## config.mk

```make
export PLATFORM = sky130hd
export DESIGN_NAME = link_tx_end_flat
export DESIGN_NICKNAME = d
export VERILOG_FILES = /design/src/rtl/link_timing_pkg.sv /design/src/rtl/link_timing_if.sv /design/src/rtl/sample_fifo.sv /design/src/rtl/link_tx_end.sv /design/src/flat_wrapper.sv
export VERILOG_INCLUDE_DIRS = /design/src /design/src/rtl
export SDC_FILE = /design/constraint.sdc
export NUM_CORES = 1
export LEC_CHECK = 0
export ABC_AREA = 0
export ABC_CLOCK_PERIOD_IN_PS = 5500
export BUFFER_PORTS_ARGS = -buffer_cell sky130_fd_sc_hd__buf_2
export CORE_MARGIN = 4
export CORE_UTILIZATION = 65
export DETAILED_ROUTE_END_ITERATION = 12
export GPL_TIMING_DRIVEN = 0
export PLACE_DENSITY = 0.85
export SKIP_LAST_GASP = 1
export SLEW_MARGIN = 20
export SYNTH_ARGS = -nofsm -noshare
export SYNTH_HDL_FRONTEND = slang
export SYNTH_SLANG_ARGS = --single-unit
```

## constraint.sdc

```tcl
create_clock -name clock -period 5.5 [get_ports clock]
set_clock_uncertainty 0.05 [all_clocks]
set_input_delay 1.1 -clock clock [delete_from_list [all_inputs] [get_ports clock]]
set_output_delay 1.1 -clock clock [all_outputs]
set_load 0.02 [all_outputs]
```

## src/rtl/link_timing_defines.svh

```systemverilog
// Purpose: Shared constants for the link-timing and alignment ends.
// Assumes: One clock at 20 MHz standing in for the frame clock.
// Notes:   Fractional alignment delays are held in eighths of a frame.
`ifndef LINK_TIMING_DEFINES_SVH
`define LINK_TIMING_DEFINES_SVH

`define CLK_PERIOD_NS        50
`define SYSREF_HIGH_MIN      3'h2
`define SYSREF_LOW_MIN       3'h2
`define SYNC_HOLD_MIN        3'h4
`define ILA_MULTIFRAMES      3'h4
`define K_MIN                6'h09
`define K_MAX                6'h20
`define K_RESET              6'h20
`define LMFC_DLY_DIV1_8TH    6'h1C
`define LMFC_DLY_DIV2_8TH    6'h20
`define LMFC_DLY_DIV4_8TH    6'h1E
`define LMFC_DLY_DIV8_8TH    6'h1D
`define OUT_DLY_FRAMES       4'h7
`define OUT_DLY_MAX          4'h9
`define GAP_TIME_NS          5
`define GAP_CYCLES           ((`GAP_TIME_NS + `CLK_PERIOD_NS - 1) / `CLK_PERIOD_NS)
`define DIV_1                2'h0
`define DIV_2                2'h1
`define DIV_4                2'h2
`define DIV_8                2'h3
`define K28_5                8'hBC
`define ILA_START            8'h1C
`define ILA_END              8'h7C
`define FIFO_DEPTH           8

`endif

```

## src/rtl/link_timing_pkg.sv

```systemverilog
// Purpose: Types shared by both ends.
// Assumes: Nothing beyond the defines header.
// Notes:   Gray codes along comma, wait, alignment, data.
package link_timing_pkg;
  typedef enum logic [1:0] {
    ST_COMMA = 2'h0,
    ST_WAIT  = 2'h1,
    ST_ILA   = 2'h3,
    ST_DATA  = 2'h2
  } tx_state_e;
  typedef logic [15:0] frame_t;
endpackage

```

## src/rtl/link_timing_if.sv

```systemverilog
// Purpose: Link between transmitter and receiver ends.
// Assumes: Single clock; frames move whole, one per cycle.
// Notes:   ctl_k marks a control-character frame.
interface link_timing_if;
  logic                      sysref;
  logic                      sync_n;
  link_timing_pkg::frame_t   lane_data;
  logic                      lane_ctl_k;
  logic                      lane_valid;
  logic                      spi_select_low;
  modport tx (input sysref, input sync_n, input spi_select_low,
              output lane_data, output lane_ctl_k, output lane_valid);
  modport rx (output sysref, output sync_n, output spi_select_low,
              input lane_data, input lane_ctl_k, input lane_valid);
endinterface

```

## src/rtl/sample_fifo.sv

```systemverilog
// Purpose: Sample buffer in front of the serial lane.
// Assumes: Synchronous reset, shared clock enable.
// Notes:   Depth must be a power of two.
module sample_fifo #(
  parameter int WIDTH = 16,
  parameter int DEPTH = 8
) (
  input  wire logic             clock,
  input  wire logic             sys_rst,
  input  wire logic             clk_en,
  input  wire logic [WIDTH-1:0] in_data,
  input  wire logic             in_valid,
  output logic                  in_ready,
  output logic [WIDTH-1:0]      out_data,
  output logic                  out_valid,
  input  wire logic             out_ready
);
  localparam int AW = $clog2(DEPTH);
  logic [WIDTH-1:0] mem [DEPTH];
  logic [AW:0]      wr_q;
  logic [AW:0]      rd_q;
  wire              full_w  = (wr_q[AW] != rd_q[AW]) && (wr_q[AW-1:0] == rd_q[AW-1:0]);
  wire              empty_w = (wr_q == rd_q);
  wire              push_w  = in_valid && !full_w;
  wire              pop_w   = out_ready && !empty_w;

  assign in_ready  = !full_w;
  assign out_valid = !empty_w;
  assign out_data  = mem[rd_q[AW-1:0]];

  always_ff @(posedge clock) begin
    if (sys_rst) begin
      wr_q <= '0;
      rd_q <= '0;
    end else if (clk_en) begin
      if (push_w) begin
        mem[wr_q[AW-1:0]] <= in_data;
        wr_q              <= wr_q + 1'b1;
      end
      if (pop_w) begin
        rd_q <= rd_q + 1'b1;
      end
    end
  end
endmodule // sample_fifo

```

## src/rtl/link_tx_end.sv

```systemverilog
// Purpose: Transmitter end: SYSREF alignment, LMFC, comma, ILA and data.
// Assumes: One clock cycle stands for one frame clock cycle.
// Notes:   Fractional alignment delays round up to whole frames.
`include "link_timing_defines.svh"

module link_tx_end (
  input  wire logic        clock,
  input  wire logic        sys_rst,
  input  wire logic        clk_en,
  link_timing_if.tx        lnk,
  input  wire logic [1:0]  input_clock_divide_ratio,
  input  wire logic [5:0]  frames_per_multiframe,
  input  wire logic        sysref_gate_en,
  input  wire logic [15:0] sample_data,
  input  wire logic        sample_valid,
  output logic             sample_ready,
  output logic             lmfc_pulse_q,
  output logic             aligned_q,
  output logic             link_up_q
);
  // ****************************************************************
  // Configuration and SYSREF capture
  // ****************************************************************
  function automatic logic [5:0] align_eighths(input logic [1:0] div);
    case (div)
      `DIV_1:  align_eighths = `LMFC_DLY_DIV1_8TH;
      `DIV_2:  align_eighths = `LMFC_DLY_DIV2_8TH;
      `DIV_4:  align_eighths = `LMFC_DLY_DIV4_8TH;
      default: align_eighths = `LMFC_DLY_DIV8_8TH;
    endcase
  endfunction

  logic [1:0]  div_q;
  logic [5:0]  k_q;
  logic        sysref_q;
  logic [3:0]  align_cnt_q;
  logic        align_run_q;
  logic [5:0]  frame_q;
  link_timing_pkg::tx_state_e state_q;
  logic [3:0]  pipe_cnt_q;
  logic [2:0]  mf_cnt_q;
  logic [5:0]  ila_frame_q;

  wire       div_change_w = (input_clock_divide_ratio != div_q);
  wire [5:0] k_clamped_w  = (frames_per_multiframe < `K_MIN) ? `K_MIN :
                            (frames_per_multiframe > `K_MAX) ? `K_MAX : frames_per_multiframe;
  wire       sysref_rise_w = sysref_gate_en && lnk.sysref && !sysref_q;
  wire [5:0] dly_frames_w  = (align_eighths(div_q) + 6'h07) >> 3;
  wire       lmfc_w        = (frame_q == k_q - 6'h01);
  wire       restart_w     = div_change_w || !lnk.sync_n;

  always_ff @(posedge clock) begin
    if (sys_rst) begin
      div_q    <= `DIV_1;
      k_q      <= `K_RESET;
      sysref_q <= 1'b0;
    end else if (clk_en) begin
      div_q    <= input_clock_divide_ratio;
      sysref_q <= lnk.sysref;
      if (state_q == link_timing_pkg::ST_COMMA) begin
        k_q <= k_clamped_w;
      end
    end
  end

  // ****************************************************************
  // Local multiframe clock
  // ****************************************************************
  always_ff @(posedge clock) begin
    if (sys_rst) begin
      frame_q     <= '0;
      align_cnt_q <= '0;
      align_run_q <= 1'b0;
      aligned_q   <= 1'b0;
      lmfc_pulse_q <= 1'b0;
    end else if (clk_en) begin
      lmfc_pulse_q <= lmfc_w;
      frame_q      <= lmfc_w ? 6'h00 : frame_q + 6'h01;
      if (sysref_rise_w) begin
        align_run_q <= 1'b1;
        align_cnt_q <= dly_frames_w[3:0] - 4'h1;
      end else if (align_run_q) begin
        if (align_cnt_q == 4'h0) begin
          // The boundary lands on the edge at which the count runs out
          align_run_q  <= 1'b0;
          aligned_q    <= 1'b1;
          frame_q      <= 6'h00;
          lmfc_pulse_q <= 1'b1;
        end else begin
          align_cnt_q <= align_cnt_q - 4'h1;
        end
      end
      // A new ratio voids the old alignment; SYSREF must come again
      if (div_change_w) begin
        aligned_q <= 1'b0;
      end
    end
  end

  // ****************************************************************
  // Link state machine
  // ****************************************************************
  // A fixed pipeline of seven frames after the LMFC keeps both the ILA
  // and the data start inside their window without tracking each separately.
  wire pipe_done_w = (pipe_cnt_q == `OUT_DLY_FRAMES - 4'h1);
  logic [15:0] out_data_w;
  logic        out_k_w;
  logic        fifo_pop_w;

  always_ff @(posedge clock) begin
    if (sys_rst) begin
      state_q     <= link_timing_pkg::ST_COMMA;
      pipe_cnt_q  <= '0;
      mf_cnt_q    <= '0;
      ila_frame_q <= '0;
      link_up_q   <= 1'b0;
    end else if (clk_en) begin
      if (restart_w) begin
        state_q   <= link_timing_pkg::ST_COMMA;
        link_up_q <= 1'b0;
      end else begin
        case (state_q)
          link_timing_pkg::ST_COMMA: begin
            if (lmfc_w) begin
              state_q    <= link_timing_pkg::ST_WAIT;
              pipe_cnt_q <= '0;
            end
          end
          link_timing_pkg::ST_WAIT: begin
            pipe_cnt_q <= pipe_cnt_q + 4'h1;
            if (pipe_done_w) begin
              state_q     <= link_timing_pkg::ST_ILA;
              mf_cnt_q    <= '0;
              ila_frame_q <= '0;
            end
          end
          link_timing_pkg::ST_ILA: begin
            ila_frame_q <= (ila_frame_q == k_q - 6'h01) ? 6'h00 : ila_frame_q + 6'h01;
            if (ila_frame_q == k_q - 6'h01) begin
              mf_cnt_q <= mf_cnt_q + 3'h1;
              if (mf_cnt_q == `ILA_MULTIFRAMES - 3'h1) begin
                state_q   <= link_timing_pkg::ST_DATA;
                link_up_q <= 1'b1;
              end
            end
          end
          default: begin
          end
        endcase
      end
    end
  end

  // ****************************************************************
  // Lane output
  // ****************************************************************
  wire in_ila_w   = (state_q == link_timing_pkg::ST_ILA);
  wire in_data_w  = (state_q == link_timing_pkg::ST_DATA);
  wire [15:0] fifo_data_w;
  wire        fifo_valid_w;
  // Middle frames carry a 10 prefix, so no frame index can ever
  // be mistaken for a start or end marker
  wire [7:0]  ila_mark_w = (ila_frame_q == 6'h00) ? `ILA_START :
                           (ila_frame_q == k_q - 6'h01) ? `ILA_END : {2'h2, ila_frame_q};

  assign fifo_pop_w = in_data_w;
  assign out_k_w    = !in_data_w;
  assign out_data_w = in_data_w ? fifo_data_w :
                      in_ila_w  ? {ila_mark_w, 5'h00, mf_cnt_q} : {`K28_5, `K28_5};

  sample_fifo #(.WIDTH(16), .DEPTH(`FIFO_DEPTH)) u_fifo (
    .clock     (clock),
    .sys_rst   (sys_rst),
    .clk_en    (clk_en),
    .in_data   (sample_data),
    .in_valid  (sample_valid),
    .in_ready  (sample_ready),
    .out_data  (fifo_data_w),
    .out_valid (fifo_valid_w),
    .out_ready (fifo_pop_w)
  );

  always_ff @(posedge clock) begin
    if (sys_rst) begin
      lnk.lane_data  <= {`K28_5, `K28_5};
      lnk.lane_ctl_k <= 1'b1;
      lnk.lane_valid <= 1'b0;
    end else if (clk_en) begin
      lnk.lane_data  <= out_data_w;
      lnk.lane_ctl_k <= out_k_w;
      lnk.lane_valid <= !in_data_w || fifo_valid_w;
    end
  end
endmodule // link_tx_end

```

## src/flat_wrapper.sv

```systemverilog
// flat-port wrapper written by rule: the top's interface ports become plain ports
module link_tx_end_flat 
  (clock, sys_rst, clk_en, input_clock_divide_ratio, frames_per_multiframe, sysref_gate_en, sample_data, sample_valid, sample_ready, lmfc_pulse_q, aligned_q, link_up_q, lnk_sysref, lnk_sync_n, lnk_spi_select_low, lnk_lane_data, lnk_lane_ctl_k, lnk_lane_valid);
  link_timing_if lnk_i ();
  input  wire logic clock;
  input  wire logic sys_rst;
  input  wire logic clk_en;
  input  wire logic [1:0] input_clock_divide_ratio;
  input  wire logic [5:0] frames_per_multiframe;
  input  wire logic sysref_gate_en;
  input  wire logic [15:0] sample_data;
  input  wire logic sample_valid;
  output logic sample_ready;
  output logic lmfc_pulse_q;
  output logic aligned_q;
  output logic link_up_q;
  input wire logic [$bits(lnk_i.sysref)-1:0] lnk_sysref;
  input wire logic [$bits(lnk_i.sync_n)-1:0] lnk_sync_n;
  input wire logic [$bits(lnk_i.spi_select_low)-1:0] lnk_spi_select_low;
  output wire logic [$bits(lnk_i.lane_data)-1:0] lnk_lane_data;
  output wire logic [$bits(lnk_i.lane_ctl_k)-1:0] lnk_lane_ctl_k;
  output wire logic [$bits(lnk_i.lane_valid)-1:0] lnk_lane_valid;
  assign lnk_i.sysref = lnk_sysref;
  assign lnk_i.sync_n = lnk_sync_n;
  assign lnk_i.spi_select_low = lnk_spi_select_low;
  assign lnk_lane_data = lnk_i.lane_data;
  assign lnk_lane_ctl_k = lnk_i.lane_ctl_k;
  assign lnk_lane_valid = lnk_i.lane_valid;
  link_tx_end u_core (.clock(clock), .sys_rst(sys_rst), .clk_en(clk_en), .lnk(lnk_i), .input_clock_divide_ratio(input_clock_divide_ratio), .frames_per_multiframe(frames_per_multiframe), .sysref_gate_en(sysref_gate_en), .sample_data(sample_data), .sample_valid(sample_valid), .sample_ready(sample_ready), .lmfc_pulse_q(lmfc_pulse_q), .aligned_q(aligned_q), .link_up_q(link_up_q));
endmodule
```

==> reports/metrics.yaml, run 1 <==
crit_type: "reg -> reg"
ios: 54
core_mm2: 0.0121
slowest_delay_ns: 0.65
powerDensity_mw_per_mm2: 320
tightest_slew_ns: 0.818
grt_overflow_total: 0
drt_first_pass_iters: 5
worstSetupPathDepth: 9
utilization: 0.771
diodes: 0
synth_top_cell_by_area: "edfxtp_1"
clock_path_buffers: 2
combPwrFrac: 0.047
p_int_mw: 2.31
max_freq_ghz: 0.322
power_frac_clock: 0.422
r2r_cells: 9
ctsRootBufferMaster: "clkbuf_16"
placed_cells: 826
slowest_stage: "nor3_2"
hold_depth: 2
maxSlewViolCount: 0
synthCells: 597
crit_arrival_ns: 3.19
area_growth_pct: 14.9
rrSetupSlack_ns: 2.39
io_buffers: 51
ys_seq_elements: 195
cts_tree: "done"
finalNonFillerCells: 857
rows: 40
layout-drive-gt1-share: 0.212
grt_pass1_wl_um: 29200
initial_core_util: 0.671
hold_viol: 0
drc: 0
r2r-start: "u_core.u_fifo.wr_q[0]"
cts_buffers: 17
critPathLaunch: "u_core.u_fifo.wr_q[0]"
synth-warning-count: 0
cpMostUsedCell: "clkbuf_1"
maxCapViolations: 0
maxSlewHeadroom: 0.455
hold_class: "reg -> reg"
route.detailed.wl_per_inst_um: 21.3
seq_area_frac_synth: 0.638
post-route-min-period_ns: 3.11
syn_area_mm2: 0.00813
hold_buffers: 0
track_usage: 0.271
die-area_mm2: 0.0144
status: "finished clean"
fin_ws_ns: 2.39
via_per_inst: 6.23
finalCritPeriodShare: 0.565
layout.nets: 720
synth_edf_count: 128
drtIter0Drc: 566
final_cell_area_mm2: 0.00934
cp_top_family: "simple AND/OR/NAND/NOR gates"
place_worst_setup_slack_ns: 2.05
worstSetupStartpointType: "register"
synth_top_cell_area_share: 0.473
path_cells: "clkbuf_1 -> xnor2_1 -> nand4_1 -> and3_1 -> clkbuf_1 -> nor2b_1 -> nand2b_1 -> nor3_2 -> buf_4"
die_w_um: 120
cts_sinks: 195
tns_ns: 0
routedLengthMet1_um: 7100
vias: 5338
rsz0062_at_grt: "no"
clk_latency_ns: 0.43
wl_met3_um: 1170
cts_max_level: 4
reg2reg_to: "u_core.u_fifo.mem[0][2]"
async_flop_share: 0
clkTransAtPathRegs_ns: 0.07
peakVddDrop_v: 0.000374
cp-endpoint: "u_core.u_fifo.mem[0][2]"
syn-num-nets: 640
cts_resized: 0
seqPwrFrac: 0.531
grt_pass1_vias: 5426
wl_um: 18200
switchingPower_mw: 0.674
crit_buf_inv: 3
grt_max_degree: 20
setup_viol: 0
postCtsSetupBuffers: 0
dp_hpwl_um: 12400
place.gp.congestion: 0.891
crit_fanout: 8
fill_cells: 732
wl_met2_um: 9180
end_kind: "register"
highest_layer: "met5"
p_sw_frac: 0.226
synth_area_per_cell_um2: 13.6
ys_types: 49
synth_area_leaders: "edfxtp_1 47%, dfxtp_1 16%, mux4_2 8.9%"
ys.flop_type: "edfxtp_1"
critical_path_required_ns: 5.59
p_leak_nw: 3.13
ant_nets: 0
die_y_um: 120
antenna_found_initial: 2
placed_area_mm2: 0.00873
## layer usage
metal / vias to the layer above / track usage
met1: 2623 / 0.334
met3: 70 / 0.0617
met2: 237 / 0.457
li1: 2404 / -
met5: - / 0
met4: 4 / 0.126
## metrics by stage
stage	power [mW]	hold slack, ns
after global placement	1.74	0.392
final	2.99	0.410
after detailed placement	1.76	0.391
after CTS	3.00	0.402
after global routing	3.08	0.422
after floorplan	1.70	0.376
## state kept, by name (all words and copies together) (netlist names), named ones only
signal and cells:
u_core.u_fifo.mem 128, u_core.lnk.lane_data 16, u_core.frame_q 6, u_core.ila_frame_q 6, u_core.k_q 6, u_core.align_cnt_q 4
u_core.pipe_cnt_q 4, u_core.u_fifo.rd_q 4, u_core.u_fifo.wr_q 4, u_core.mf_cnt_q 3, u_core.div_q 2, u_core.state_q 2
u_core.align_run_q 1, u_core.aligned_q 1, u_core.link_up_q 1, u_core.lmfc_pulse_q 1, u_core.lnk.lane_ctl_k 1, u_core.lnk.lane_valid 1
u_core.sysref_q 1
## worst min-delay path by stage
| stage | to | start | slack, ns |
|---|---|---|---|
| after global routing | u_core.align_cnt_q[3] | u_core.align_cnt_q[3] | 0.42 |
| after floorplan | u_core.align_cnt_q[3] | u_core.align_cnt_q[3] | 0.38 |
| final | u_core.align_cnt_q[3] | u_core.align_cnt_q[3] | 0.41 |
| after global placement | u_core.align_cnt_q[3] | u_core.align_cnt_q[3] | 0.39 |
| after CTS | u_core.align_cnt_q[3] | u_core.align_cnt_q[3] | 0.40 |
| after detailed placement | u_core.align_cnt_q[3] | u_core.align_cnt_q[3] | 0.39 |
## power by group through the flow
stage          Combinational [mW]  Sequential [mW]  Clock (mW)
4_1_cts                     0.139             1.59        1.27
6_report                    0.140             1.59        1.26
5_1_grt                     0.154             1.59        1.34
3_5_place_dp                0.136             1.62           0
2_1_floorplan              0.0794             1.62           0
3_3_place_gp                0.127             1.62           0
## cells in the mapped netlist (5+ instances only)
master	instances
a21oi_1	33
a31oi_1	5
and3_1	5
buf_1	5
buf_2	5
clkbuf_1	19
dfxtp_1	67
edfxtp_1	128
ha_1	11
inv_1	15
mux2i_1	18
mux4_2	32
nand2_1	34
nand2b_1	13
nand3_1	11
nand4_1	6
nor2_1	56
nor3_1	11
o211ai_1	5
o21ai_0	23
xnor2_1	26
xor2_1	14
## cell families after synthesis
logic type	count (synthesis)	share of synthesized area
multiplexers	52	0.114
AND/OR/NAND/NOR	159	0.0951
XOR/XNOR	40	0.0431
AO/OA/AOI/OAI	94	0.0711
adder cells (fa/ha/maj)	11	0.0169
buffers and inverters	46	0.0225
flip-flops	195	0.638
## layout by cell type (no fill, tap or decap), types with 4 or more instances in the layout
master / n
nor4_1: 4
dfxtp_1: 67
inv_1: 15
inv_6: 5
buf_4: 4
xor2_1: 14
edfxtp_1: 128
a31oi_1: 5
or4_1: 4
xnor2_1: 26
nor2_2: 7
o211ai_1: 5
nor3_1: 9
buf_1: 5
nand2b_1: 13
a211oi_1: 4
mux2i_1: 18
nand3_1: 11
nand2_1: 34
and3_1: 5
a311oi_1: 4
ha_1: 11
mux4_2: 32
buf_2: 56
clkbuf_16: 17
buf_6: 4
clkbuf_1: 19
nor2_1: 50
o21ai_0: 23
a21oi_1: 33
nand4_1: 6
## cell type report
type	count	area [um2]	area share
sequential	195	5180	0.555
timing repair buffer	61	368	0.0394
clock buffer	17	425	0.0456
clock inverter	14	180	0.0193
buffer	30	123	0.0131
inverter	16	60.1	0.00643
multi-input combinational	356	2790	0.298
tap	168	210	0.0225
## tightest hold or removal path: cells and delay by family (launching register included)
family | cells | cell delay [ns]
compound gates | 1 | 0.03
flops | 1 | 0.32
simple gates | 1 | 0.06
Power figures use the tool's default switching activity.
==> inputs of run 2 (changes only) <==
- ABC_CLOCK_PERIOD_IN_PS: 5500 -> 3200
- CORE_UTILIZATION: 65 -> 60
- PLACE_DENSITY: 0.85 -> 0.79
- clock period: 5.5 -> 3.2 ns (I/O delays scaled with it)
==> run 2 against run 1 <==
  * Final cell count grew 1.1%
  * Non-clock buffer count unchanged
  * Hold slack improved by 0.010 ns
  * First-iteration DRC count shrank 2.8%
  * Clock power grew 55%
  * Cell area shrank 0.63%
  * Register-to-register slack worse by 2.2 ns
  * Sequential share of layout area increased by 0.35 points
  * Largest cell class unchanged
==> reports/metrics.yaml, run 2 (same netlist as run 1, synthesis figures left out) <==
via_per_inst: 6.09
grt_pass1_vias: 5243
reg2reg_to: "u_core.u_fifo.mem[1][8]"
place_worst_setup_slack_ns: 0.183
io_buffers: 51
dp_hpwl_um: 12100
rows: 42
utilization: 0.701
rrSetupSlack_ns: 0.20
p_leak_nw: 3.10
die-area_mm2: 0.0155
drtIter0Drc: 550
initial_core_util: 0.614
cts_max_level: 4
clkTransAtPathRegs_ns: 0.07
worstSetupStartpointType: "register"
r2r-start: "u_core.u_fifo.wr_q[0]"
drt_first_pass_iters: 6
maxCapViolations: 0
powerDensity_mw_per_mm2: 530
register_area_mm2: 0.00518
peakVddDrop_v: 0.000559
clk_latency_ns: 0.43
tightest_slew_ns: 0.793
cts_buffers: 17
r2r_cells: 9
multiInputGateArea_mm2: 0.00279
area_growth_pct: 14.1
cts_sinks: 195
cts_tree: "done"
hold_start: "sample_data[11]"
tns_ns: 0
crit_type: "reg -> reg"
postCtsSetupBuffers: 0
ant_nets: 0
final_cell_area_mm2: 0.00928
route.detailed.wl_per_inst_um: 20.2
antenna_found_initial: 0
place.gp.congestion: 0.888
largest_reg_flops: 128
grt_overflow_total: 0
fin_ws_ns: 0.202
grt_max_degree: 18
crit_fanout: 9
ios: 54
maxSlewHeadroom: 0.471
whs_ns: 0.420
die_y_um: 124
hold_path_end: "u_core.u_fifo.mem[2][11]"
post-route-min-period_ns: 3.00
hold_depth: 1
core_mm2: 0.0132
end_kind: "register"
ctsRootBufferMaster: "clkbuf_16"
finalPower_mw: 4.92
hold_viol: 0
finalCritPeriodShare: 0.937
wl_um: 17500
fill_cells: 907
max_freq_ghz: 0.334
layout-drive-gt1-share: 0.209
rsz0062_at_grt: "yes"
track_usage: 0.234
layout_common_cells: "128 x edfxtp_1, 67 x dfxtp_1, 56 x buf_2, 50 x nor2_1, 34 x nand2_1"
hold_class: "in -> reg"
final_common_cell: "edfxtp_1"
finalNonFillerCells: 866
clock_path_buffers: 2
critical_path_required_ns: 3.29
crit_arrival_ns: 3.09
maxSlewViolCount: 0
setup_viol: 0
diodes: 0
die_w_um: 124
vias: 5270
grt_pass1_wl_um: 28100
placed_cells: 834
placed_area_mm2: 0.00874
layout.nets: 720
drc: 0
status: "finished clean"
-- run 2: final cells by class --
| cell class | instances | share of cell area |
|---|---|---|
| timing repair buffer | 61 | 0.0392 |
| clock inverter | 13 | 0.0111 |
| inverter | 16 | 0.00647 |
| clock buffer | 19 | 0.0466 |
| sequential | 195 | 0.559 |
| multi-input combinational | 356 | 0.301 |
| tap | 176 | 0.0237 |
| buffer | 30 | 0.0132 |
-- run 2: worst max-delay path, stage by stage (launching register included) --
cell	delay (ns)
dfxtp_1	0.34
clkbuf_1	0.38
xnor2_1	0.16
nand4_1	0.13
and3_1	0.16
clkbuf_1	0.22
nor2b_1	0.24
nand2b_1	0.22
nor2_2	0.56
buf_6	0.24
-- run 2: worst max path at each step --
stage | startpoint | endpoint | depth (start not counted)
global route | u_core.u_fifo.wr_q[0] | u_core.u_fifo.mem[1][9] | 9
CTS | u_core.u_fifo.wr_q[0] | u_core.u_fifo.mem[2][14] | 9
detailed placement | u_core.u_fifo.wr_q[0] | u_core.u_fifo.mem[2][14] | 9
finish | u_core.u_fifo.wr_q[0] | u_core.u_fifo.mem[1][8] | 9
floorplan | u_core.u_fifo.wr_q[0] | u_core.u_fifo.mem[0][0] | 8
global placement | clk_en | u_core.u_fifo.mem[0][14] | 6
-- run 2: layer usage --
| metal | global-route usage | routed length [um] |
|---|---|---|
| met1 | 0.297 | 7020 |
| met2 | 0.396 | 8980 |
| met3 | 0.0583 | 1050 |
| met4 | 0.0787 | 422 |
| met5 | 0 | 0 |
-- run 2: timing repair --
item	in CTS	in global routing
setup endpoints to repair	0	7
hold buffers	0	0
resized for setup	0	1
-- run 2: where the power goes --
group	internal, mW	switching, mW	total [mW]	leakage [nW]
Combinational	0.0862	0.151	0.237	1.14
Clock	1.01	0.943	1.95	0.261
Sequential	2.71	0.0210	2.73	1.70
==> inputs of run 3 (changes only) <==
- ABC_AREA: 0 -> 1
- MAX_ROUTING_LAYER: default -> met4
==> run 3 against run 2 <==
  * Fmax grew 18%
  * Sequential share of layout area shrank 1.5 points
  * Synthesized cell count grew 38%
  * Sequential cell count is the same
  * Combinational power grew 65%
  * Via count grew 25%
  * Core utilization grew 1.1 points
  * Critical path depth shrank 3
  * Largest power group unchanged
==> reports/metrics.yaml, run 3 <==
reg2reg_to: "u_core.u_fifo.mem[5][14]"
grt_pass1_wl_um: 32500
core_mm2: 0.0134
utilization: 0.712
track_usage: 0.272
cts_sinks: 195
clock_path_buffers: 2
crit_arrival_ns: 2.64
synth_area_leaders: "edfxtp_1 46%, dfxtp_1 16%, nand2_1 6.4%"
rrSetupSlack_ns: 0.77
hold_buffers: 0
ys_types: 44
crit_type: "in -> reg"
synth-warning-count: 0
fill_cells: 984
hold_class: "in -> reg"
largest_reg_flops: 128
io_buffers: 51
layout-drive-gt1-share: 0.145
vias: 6571
cts_max_level: 4
post-route-min-period_ns: 2.53
ctsRootBufferMaster: "clkbuf_16"
rows: 42
placed_area_mm2: 0.00892
maxSlewHeadroom: 0.528
r2r_cells: 8
syn-num-nets: 868
multiInputGateArea_mm2: 0.00280
synth_edf_count: 128
end_kind: "register"
async_flop_share: 0
synthTopCellsByCount: "142 x nand2_1, 128 x edfxtp_1, 94 x nor2_1"
cts_tree: "done"
drc: 0
p_leak_nw: 3.56
via_per_inst: 6.00
tightest_slew_ns: 0.707
drt_first_pass_iters: 5
powerDensity_mw_per_mm2: 560
status: "finished clean"
postCtsSetupBuffers: 0
die_y_um: 126
maxCapViolations: 0
fin_ws_ns: 0.668
grt_overflow_total: 0
cts_buffers: 17
place_worst_setup_slack_ns: 0.214
die-area_mm2: 0.0158
layout_common_cells: "142 x nand2_1, 128 x edfxtp_1, 87 x nor2_1, 73 x nand3_1, 68 x o21ai_0"
clkTransAtPathRegs_ns: 0.07
critical_path_required_ns: 3.31
dp_hpwl_um: 14100
ys_seq_elements: 195
final_common_cell: "nand2_1"
ios: 54
initial_core_util: 0.620
route.detailed.wl_per_inst_um: 18.8
cp-endpoint: "u_core.u_fifo.mem[6][14]"
drtIter0Drc: 737
max_freq_ghz: 0.395
area_growth_pct: 14.9
synth_most_common_cell: "nand2_1"
critPathLaunch: "sys_rst"
antenna_found_initial: 1
ys.flop_type: "edfxtp_1"
layout.nets: 948
r2r-start: "u_core.u_fifo.wr_q[0]"
grt_pass1_vias: 6430
wl_um: 20500
synth_top_cell_area_share: 0.463
place.gp.congestion: 0.904
cts_resized: 0
grt_max_degree: 20
peakVddDrop_v: 0.000910
synth_area_per_cell_um2: 10.1
ant_nets: 0
maxSlewViolCount: 0
synth_top_cell_by_area: "edfxtp_1"
seq_area_frac_synth: 0.624
final_cell_area_mm2: 0.00954
rsz0062_at_grt: "no"
register_area_mm2: 0.00518
clk_latency_ns: 0.45
finalCritPeriodShare: 0.791
crit_fanout: 10
die_w_um: 126
setup_viol: 0
syn_area_mm2: 0.00830
synthCells: 825
worstSetupStartpointType: "primary input"
hold_viol: 0
==> run 3: critical path: stages <==
cell	delay, ns
clkbuf_1	0.21
clkinv_1	0.29
buf_1	0.46
nand2_1	0.26
nor2_2	0.54
buf_6	0.24
==> run 3: report_power, final <==
group / switching [mW] / internal, mW / total [mW]
Sequential: 0.0327 / 2.72 / 2.75
Combinational: 0.268 / 0.123 / 0.391
Clock: 1.01 / 1.19 / 2.20
==> run 3: cell families after synthesis <==
group	share of synthesized area
simple gates	0.189
flops	0.624
compound gates	0.108
buf+inv	0.0407
xor+xnor	0.0211
fa+ha+maj	0.0166
==> run 3: worst min-delay path by stage <==
stage,from,end,depth (start not counted)
2_1_floorplan,u_core.align_cnt_q[3],u_core.align_cnt_q[3],2
3_5_place_dp,u_core.align_cnt_q[3],u_core.align_cnt_q[3],2
3_3_place_gp,u_core.align_cnt_q[3],u_core.align_cnt_q[3],2
5_1_grt,frames_per_multiframe[4],u_core.k_q[3],2
4_1_cts,lnk_sysref,u_core.sysref_q,3
6_report,lnk_sysref,u_core.sysref_q,3
==> run 3: routing by layer <==
layer | up-vias | wire length (um) | global-route usage
met3 | 55 | 1600 | 0.0576
met5 | - | 0 | -
li1 | 3057 | - | -
met1 | 3123 | 7860 | 0.309
met2 | 336 | 10600 | 0.473
met4 | 0 | 512 | 0.107
==> run 3: cell type report <==
type	instances	area share
well taps	176	0.0231
multi-input cells	542	0.294
clock inverters	14	0.0193
inverters	53	0.0209
diodes	1	0.000262
plain buffers	35	0.0146
repair buffers	61	0.0395
clock buffers	18	0.0450
flip-flops and latches	195	0.544
==> run 3: through the flow <==
stage / setup TNS [ns] / hold WS [ns] / instances / power (mW)
6_report: 0 / 0.393 / 1095 / 5.34
5_1_grt: 0 / 0.394 / 1095 / 5.50
4_1_cts: 0 / 0.387 / 1094 / 5.34
3_5_place_dp: 0 / 0.401 / 1062 / 3.19
3_3_place_gp: -40.74 / 0.397 / 1052 / 3.17
2_1_floorplan: 0 / 0.388 / 825 / 3.05
